### src/shared/rtcy_pkg.sv
/*
 * constants for the year and day-of-month calendar registers:
 * register offsets, reset values, field widths and calendar limits.
 * assumes the register port is driven by an external serial front end.
 */
//
// Operation
// host writes land in a buffer and reach the live counters only on a write-update request.
// readable copies refresh from the live counters only on a read-update request.
// in binary format the eight-bit year holds 0 to 99 and the counter wraps within it.
// in BCD format the year holds two decimal digits, tens high and units low, each 0 to 9.
// in binary format the six-bit day field in bits 5 to 0 holds 1 to 31.
// in BCD format the day tens digit is 0 to 3, units 0 to 9, value nonzero and at most 31.
// months 1, 3, 5, 7, 8, 10 and 12 have days 1 to 31.
// months 4, 6, 9 and 11 have days 1 to 30.
// month 2 has days 1 to 28, or 1 to 29 in a leap year.
// a year is a leap year when its two-digit value is a multiple of four, zero included.
// the host writes only day values that fit the selected month and year.
// one format select chooses binary or BCD for both, and day bits 7 and 6 read as zero.
package rtcy_pkg;
   localparam logic [7:0] ADDR_YEAR   = 8'h0C;
   localparam logic [7:0] ADDR_DOM    = 8'h0D;
   localparam logic [7:0] YEAR_RST    = 8'h00;
   localparam logic [5:0] DOM_RST     = 6'h01;
   localparam int         DOM_W       = 6;
   localparam logic [6:0] YEAR_MAX    = 7'h63;
   localparam logic [6:0] DAYS_LONG   = 7'h1F;
   localparam logic [6:0] DAYS_SHORT  = 7'h1E;
   localparam logic [6:0] DAYS_FEB    = 7'h1C;
   localparam logic [6:0] DAYS_LEAP   = 7'h1D;
   localparam logic [6:0] MONTH_FEB   = 7'h02;
   localparam logic [6:0] DEC_BASE    = 7'h0A;
   localparam logic [7:0] RD_UNMAPPED = 8'h00;
endpackage

### src/core/rtcy_calendar.sv
/*
 * year and day-of-month counters with write buffers and read copies.
 * assumes a serial front end presents one-cycle register strobes, and that
 * the month counter and day/year advance ticks come from the rest of the clock.
 */
`timescale 1ns/10ps
`default_nettype none
module rtcy_calendar (
   // clock, reset, enable
   input  wire logic       ref_clk,
   input  wire logic       rst,
   input  wire logic       ce,
   // register port
   input  wire logic [7:0] reg_addr,
   input  wire logic       reg_wr,
   input  wire logic [7:0] reg_wdata,
   input  wire logic       reg_rd,
   output logic      [7:0] reg_rdata,
   output logic            reg_rvalid,
   // control
   input  wire logic       bcd_mode,
   input  wire logic       write_update_request,
   input  wire logic       read_update_request,
   // calendar links
   input  wire logic [4:0] month_live,
   input  wire logic       day_advance,
   input  wire logic       year_advance,
   output logic      [7:0] year_live,
   output logic      [5:0] day_live,
   output logic            month_advance
);

   // bcd byte to binary
   function automatic logic [6:0] bcd_to_bin(input logic [7:0] v);
      bcd_to_bin = 7'(v[7:4]) * rtcy_pkg::DEC_BASE + 7'(v[3:0]);
   endfunction

   // binary to the selected format
   function automatic logic [7:0] to_fmt(input logic [6:0] b, input logic bcd);
      logic [6:0] tens;
      tens = b / rtcy_pkg::DEC_BASE;
      to_fmt = bcd ? {tens[3:0], 4'(b - tens * rtcy_pkg::DEC_BASE)} : {1'b0, b};
   endfunction

   // selected format to binary
   function automatic logic [6:0] to_bin(input logic [7:0] v, input logic bcd);
      to_bin = bcd ? bcd_to_bin(v) : v[6:0];
   endfunction

   // year and day state
   logic [7:0]           year_wbuf;
   logic [7:0]           year_count;
   logic [7:0]           year_copy;
   logic [5:0]           day_wbuf;
   logic [5:0]           day_count;
   logic [5:0]           day_copy;

   // decode and calendar arithmetic
   wire logic            hit_year  = reg_addr == rtcy_pkg::ADDR_YEAR;
   wire logic            hit_dom   = reg_addr == rtcy_pkg::ADDR_DOM;
   wire logic [6:0]      year_bin  = to_bin(year_count, bcd_mode);
   wire logic [6:0]      day_bin   = to_bin({2'b00, day_count}, bcd_mode);
   wire logic [6:0]      month_bin = to_bin({3'b000, month_live}, bcd_mode);
   wire logic            leap      = year_bin[1:0] == 2'b00;
   wire logic            short_mon = month_bin == 7'h04 || month_bin == 7'h06 ||
                                     month_bin == 7'h09 || month_bin == 7'h0B;
   wire logic [6:0]      last_day  = (month_bin == rtcy_pkg::MONTH_FEB) ?
                                     (leap ? rtcy_pkg::DAYS_LEAP : rtcy_pkg::DAYS_FEB) :
                                     (short_mon ? rtcy_pkg::DAYS_SHORT :
                                                  rtcy_pkg::DAYS_LONG);
   wire logic            day_wrap  = day_advance && day_bin >= last_day;
   wire logic [6:0]      day_inc   = day_wrap ? 7'(rtcy_pkg::DOM_RST) : day_bin + 7'h01;
   wire logic [6:0]      year_inc  = (year_bin >= rtcy_pkg::YEAR_MAX) ? 7'h00 :
                                     year_bin + 7'h01;
   wire logic [7:0]      day_fmt   = to_fmt(day_inc, bcd_mode);
   wire logic [7:0]      year_fmt  = to_fmt(year_inc, bcd_mode);
   wire logic [7:0]      rd_word   = hit_year ? year_copy :
                                     hit_dom  ? {2'b00, day_copy} :
                                                rtcy_pkg::RD_UNMAPPED;

   // host write buffers; the host keeps day within the month
   always_ff @(posedge ref_clk or posedge rst) begin
      if (rst) begin
         year_wbuf <= rtcy_pkg::YEAR_RST;
         day_wbuf  <= rtcy_pkg::DOM_RST;
      end else if (ce && reg_wr) begin
         if (hit_year) year_wbuf <= reg_wdata;
         if (hit_dom)  day_wbuf  <= reg_wdata[5:0];
      end
   end

   // live counters; an upload beats a tick landing in the same cycle
   always_ff @(posedge ref_clk or posedge rst) begin
      if (rst) begin
         year_count    <= rtcy_pkg::YEAR_RST;
         day_count     <= rtcy_pkg::DOM_RST;
         month_advance <= 1'b0;
      end else if (ce) begin
         month_advance <= day_wrap && !write_update_request;
         if (write_update_request) begin
            year_count <= year_wbuf;
            day_count  <= day_wbuf;
         end else begin
            if (year_advance) year_count <= year_fmt;
            if (day_advance)  day_count  <= day_fmt[5:0];
         end
      end
   end

   // read copies; capture takes the counter value before any same-cycle upload
   always_ff @(posedge ref_clk or posedge rst) begin
      if (rst) begin
         year_copy <= rtcy_pkg::YEAR_RST;
         day_copy  <= rtcy_pkg::DOM_RST;
      end else if (ce && read_update_request) begin
         year_copy <= year_count;
         day_copy  <= day_count;
      end
   end

   // read data, registered one cycle after the strobe
   always_ff @(posedge ref_clk or posedge rst) begin
      if (rst) begin
         reg_rdata  <= 8'h00;
         reg_rvalid <= 1'b0;
      end else if (ce) begin
         reg_rvalid <= reg_rd;
         if (reg_rd) reg_rdata <= rd_word;
      end
   end

   assign year_live = year_count;
   assign day_live  = day_count;
endmodule
`default_nettype wire

### config.mk
export PLATFORM = sky130hd
export DESIGN_NAME = rtcy_calendar
export DESIGN_NICKNAME = d
export VERILOG_FILES = /design/src/shared/rtcy_pkg.sv /design/src/core/rtcy_calendar.sv
export SDC_FILE = /design/constraint.sdc
export NUM_CORES = 1
export LEC_CHECK = 0
export ABC_CLOCK_PERIOD_IN_PS = 15000
export BUFFER_PORTS_ARGS = -buffer_cell sky130_fd_sc_hd__buf_2
export CORE_MARGIN = 4
export CORE_UTILIZATION = 40
export DETAILED_ROUTE_END_ITERATION = 10
export PLACE_DENSITY = 0.58
export SYNTH_ARGS = -nofsm -noshare
export SYNTH_HDL_FRONTEND = slang
export SYNTH_SLANG_ARGS = --single-unit
### constraint.sdc
create_clock -name ref_clk -period 15 [get_ports ref_clk]
set_input_delay 3 -clock ref_clk [delete_from_list [all_inputs] [get_ports ref_clk]]
set_output_delay 3 -clock ref_clk [all_outputs]
set_load 0.01 [all_outputs]
# == Word-level counts from Yosys, hierarchy flattened ==
# Cells that the tools add are included.
# totals
register_bits,52
latch_bits,0
ramBits,0
romBits,0
input_bits,31
out_inout_bits,24
wordCells,64
mem_count,0
# classes
addsub,7
mul,5
div_mod_pow,2
n_lt_le_gt_ge,2
eq_ne,7
shift,0
mux,16
n_bitwise,0
n_reduce_logical,16
# op_table
operator,n
$mux 8,4
$mux 6,5
$mux 7,4
$eq 8x4->1 const B,2
$add 7x1->7 const B,2
$div 7x4->7 const B,2
$mul 7x3->3 const B,2
$eq 6x3->1 const B,2
$eq 6x4->1 const B,2
$reduce_and 2->1,5
$sub 4x4->4,2
$add 6x4->7,1
$add 7x4->7,1
$ge 7x5->1,1
$ge 7x7->1 const B,1
$add 5x4->6,1
$eq 6x2->1 const B,1
$mul 4x3->6 const B,1
$mul 2x3->5 const B,1
$logic_and 1x1->1,4
$mul 1x3->4 const B,1
$reduce_bool 2->1,2
$logic_or 1x1->1,3
$logic_not 2->1,1
other kinds (3),4

# == Longest topological paths before layout ==
# logic_depth
ltp_word,18
ltp_mapped,31
depth_no_buf,30

# == Worst setup path after synthesis ==
# Ideal clock, no wire load.
# synth_path
kind,input-to-reg
start,input bcd_mode
end,register day_count[3] (netlist: day_live[3])
setup_ns,0.103
arrival_ns,8.275
t_required_ns,14.897
setup_slack_ns,6.621
cell_stages,29
n_path_buf,4
cell_sequence,buf_6 buf_6 buf_4 buf_2 mux2i_1 nand2_1 o22ai_1 nand2_1 ha_1 nand2b_1 a211o_1 o311a_2 nor2_1 a22oi_1 mux2_2 ha_1 a2111oi_0 a2111o_1 nor2_1 inv_1 ha_1 inv_1 fa_1 or2_2 nor3_1 nor3_2 mux2_2 nor3b_2 o41ai_2
# synth_via
elab_chain_cells,16
word_cells_on_any_way,25
cone_classes,2 x add/sub; 1 x mul; 1 x div; 1 x order compare; 5 x eq/ne; 10 x mux; 5 x reduce/logical
# synth_lines
element,line_no,rtl
"start, declared",rtcy_calendar.sv:21,"input wire logic bcd_mode,"
$mux 6,rtcy_calendar.sv:47,to_bin = bcd ? bcd_to_bin(v) : v[6:0];
$eq 6x3->1,rtcy_calendar.sv:65,wire logic short_mon = month_bin == 7'h04 || month_bin == 7'h06 ||
$logic_or 1x1->1 (2 in series),rtcy_calendar.sv:65,
$logic_or 1x1->1,rtcy_calendar.sv:66,month_bin == 7'h09 || month_bin == 7'h0B;
$mux 1,rtcy_calendar.sv:69,(short_mon ? rtcy_pkg::DAYS_SHORT :
$mux 2,rtcy_calendar.sv:67,wire logic [6:0] last_day = (month_bin == rtcy_pkg::MONTH_FEB) ?
$ge 7x5->1,rtcy_calendar.sv:71,wire logic day_wrap = day_advance && day_bin >= last_day;
$logic_and 1x1->1,rtcy_calendar.sv:71,
$mux 7,rtcy_calendar.sv:72,wire logic [6:0] day_inc = day_wrap ? 7'(rtcy_pkg::DOM_RST) : day_bin + 7'h01;
$div 7x4->7,rtcy_calendar.sv:41,tens = b / rtcy_pkg::DEC_BASE;
$mul 7x3->3,rtcy_calendar.sv:42,"to_fmt = bcd ? {tens[3:0], 4'(b - tens * rtcy_pkg::DEC_BASE)} : {1'b0, b};"
$sub 4x4->4,rtcy_calendar.sv:42,
$mux 6 *,rtcy_calendar.sv:42,
$mux 6 *,rtcy_calendar.sv:105,if (day_advance) day_count <= day_fmt[5:0];
$mux 6 *,rtcy_calendar.sv:100,if (write_update_request) begin
"end signal, assigned",rtcy_calendar.sv:96,day_count <= rtcy_pkg::DOM_RST;
"end signal, assigned",rtcy_calendar.sv:102,day_count <= day_wbuf;
"end signal, assigned",rtcy_calendar.sv:105,
"end, declared",rtcy_calendar.sv:55,logic [5:0] day_count;
# Mark *: on every way between the ends. The rest lies on a longest branch, timed or not. The select of a mux whose other input is x is not followed.
# A chain may end at the register's enable or synchronous reset.

# == Worst setup path in the final report ==
# Ends and elaborated chain as after synthesis.

==> impl_metrics.tcl <==
set metrics [dict create \
    p_int_mw 0.349 \
    synthToLayoutAreaGrowth_pct 10.4 \
    detail_route.vias_per_cell 5.86 \
    die_w_um 111 \
    synth_top_area_cell "dfrtp_1" \
    track_usage_pct 18.2 \
    fin_area_um2 4690 \
    reg2regPathDepth 29 \
    vdd_drop_max_mv 0.0853 \
    crit_top_cell "ha_1" \
    p_per_area_nw_per_um2 135 \
    ys_seq_area_share_pct 30.7 \
    synth_area_leaders "dfrtp_1 29%, mux2_2 9.5%, ha_1 6.2%, nand2_1 4.7%, mux2i_1 2.6%" \
    fin_util_pct 45.4 \
    rows 37 \
    grt_pass1_vias 3731 \
    async_reset_ff_share_pct 100 \
    slowest_stage "a2111oi_0" \
    status "finished clean" \
    root_buffer "clkbuf_8" \
    timing.final.ws_setup_ps 5930 \
    dieArea_um2 12300 \
    post_synth.cell_area_avg_um2 9.42 \
    max-clock-path-buffers 2 \
    multi_input_area_um2 2770 \
    drc_errors 0 \
    critPathMaxFanout 39 \
    synthCells 451 \
    place_ws_ps 5790 \
    synth.most_common_cell "nand2_1" \
    path_depth 30 \
    cts_made_buffers 5 \
    comb_power_share_pct 57.6 \
    worstMarginPinSlew_ps 1010 \
    nets 551 \
    place_inst 623 \
    cts_sinks 52 \
    postCtsSetupRepairBufs 0 \
    placed_area_um2 4600 \
    r2r-end "day_live[3]" \
    boundaryPins 55 \
    seqPwrFrac_pct 29.3 \
    drtPass1Iterations 5 \
    antenna_found_initial 0 \
    yosys.area.top_type_share_pct 28.9 \
    r2r_start "year_live[4]" \
    fill_cells 1007 \
    holdWs_ps 487 \
    core_um2 10300 \
    critical_path_class "primary input to flop" \
    p_leak_nw 2.19 \
    crit_path_max_incr_delay_ps 570 \
    end_kind "flop" \
    synth_top_family_by_area "compound AO/OA/AOI/OAI gates" \
    synth_cell_type_count 89 \
    synth_fp_nets 508 \
    setup_tns_ps 0 \
    synthAdderAreaFrac_pct 8.78 \
    clockPowerShare_pct 13.1 \
    synth_seq_cells 52 \
    drv_slew 0 \
    synth_area_um2 4250 \
    fmax_mhz 110 \
    wl_per_cell_um 17.9 \
    vias 3700 \
    yosysWarnings 0 \
    clock_skew_ps 6.15 \
    crit_required_ps 15220 \
    critPathLaunchType "primary input" \
    synth_compound_area_share_pct 23.3 \
    tritoncts "done" \
    cap_violations 0 \
    finalHoldViolations 0 \
    antenna_cells 0 \
    drtIter0Drc 246 \
    total_power_mw 0.632 \
    worstSkewPairLatency_ps 310 \
    die_h_um 111 \
    synthXorXnorAreaFrac_pct 3.06 \
    overflow 0 \
    cts.clk_slew.worst_paths_ps 100 \
    drive_gt1_share_pct 27.9 \
    yosys-top-cells-count "53 x nand2_1, 49 x dfrtp_1, 36 x mux2_2" \
    hold_path_class "flop to flop" \
    grt_pass1_wl_um 18800 \
    cts_max_level 2 \
    synth_edf_count 0 \
    fin_cells 631 \
    cp_num_buf_inv 5 \
    endpoint "day_live[3]" \
    worstSetupStartpoint "bcd_mode" \
    period_share_pct 60.4 \
    synthMuxAreaShare_pct 12.5 \
    rsz0062_at_grt "false" \
    finalSetupViolCount 0 \
    ys.flop_type "dfrtp_1" \
    grt_max_degree 40 \
    ff2ff_setup_slack_ps 8340 \
    ant_nets 0 \
    final.min_clock_period_ps 9070 \
    synth-simple-area-share_pct 17.6 \
    arrival_ps 9290 \
    initial_utilization_pct 41.1 \
    cts_hold_buf 0 \
    netSwitchingFraction_pct 44.8 \
    regArea_um2 1310 \
    routed_wl_um 11300 \
    crit_family "compound AO/OA/AOI/OAI gates" \
    port_buffers 54 \
    p_sw_mw 0.283 \
    slew-limit-headroom_pct 32.5 \
    cts.repair.resized 0 \
    gp_congestion 0.846 \
    dpl.hpwl_um 8500 \
]
==> area by class of cell <==
class | count | area share [%]
clock buffer | 5 | 1.47
clock inverter | 3 | 0.480
inverter | 16 | 1.28
multi-input combinational | 362 | 59.1
sequential | 52 | 27.8
tap | 136 | 3.63
timing repair buffer | 57 | 6.24
==> power by group through the flow <==
stage	combinational, mW	sequential, mW	clock [mW]
final	0.364	0.185	0.0830
after global routing	0.406	0.188	0.0923
after CTS	0.362	0.185	0.0856
after detailed placement	0.359	0.188	0
after global placement	0.352	0.187	0
after floorplan	0.288	0.180	0
==> per-layer routing <==
metal | share of wire (%) | GRT usage [%] | wire length [um]
met1 | 45 | 23.1 | 5090
met2 | 51 | 32.4 | 5750
met3 | 2.7 | 1.86 | 301
met4 | 1.2 | 6.16 | 140
met5 | 0 | 0 | 0
==> cells by family (layout without fill, tap and decap cells) <==
logic type,count (synthesis),count (layout)
adder cells (fa/ha/maj),27,27
buffers and inverters,37,81
multiplexers,48,48
XOR/XNOR,14,14
AO/OA/AOI/OAI,128,128
AND/OR/NAND/NOR,145,145
flip-flops,52,52
==> sequential cells by signal (all words and copies together) (netlist names) <==
register,cells
year_live,8
day_copy,6
reg_rdata,8
reg_rvalid,1
day_wbuf,6
month_advance,1
year_wbuf,8
year_copy,8
day_live,6
==> tightest hold or removal path: cells and delay by family, from the launching register on <==
family | cells | cell delay (ps)
simple gates | 1 | 50
flops | 1 | 350
compound gates | 1 | 60
==> worst min path at each step <==
stage | slack (ps) | startpoint | cells after the start | end
finish | 490 | reg_rdata[6] | 2 | reg_rdata[6]
global placement | 460 | reg_rdata[1] | 2 | reg_rdata[1]
CTS | 490 | reg_rdata[6] | 2 | reg_rdata[6]
floorplan | 450 | year_copy[0] | 2 | year_copy[0]
global route | 510 | reg_rdata[6] | 2 | reg_rdata[6]
detailed placement | 470 | reg_rdata[6] | 2 | reg_rdata[6]
==> cell usage in the layout (no fill, tap or decap), types with 10 or more instances in the layout <==
cell type	n
a21oi_1	19
buf_2	54
dfrtp_1	49
ha_1	21
inv_1	13
mux2_2	36
mux2i_1	11
nand2_1	53
nand3_1	14
nor2_1	27
o21ai_0	20
o31ai_1	10
xnor2_1	10
No activity file was read; power rests on OpenSTA's default activity.
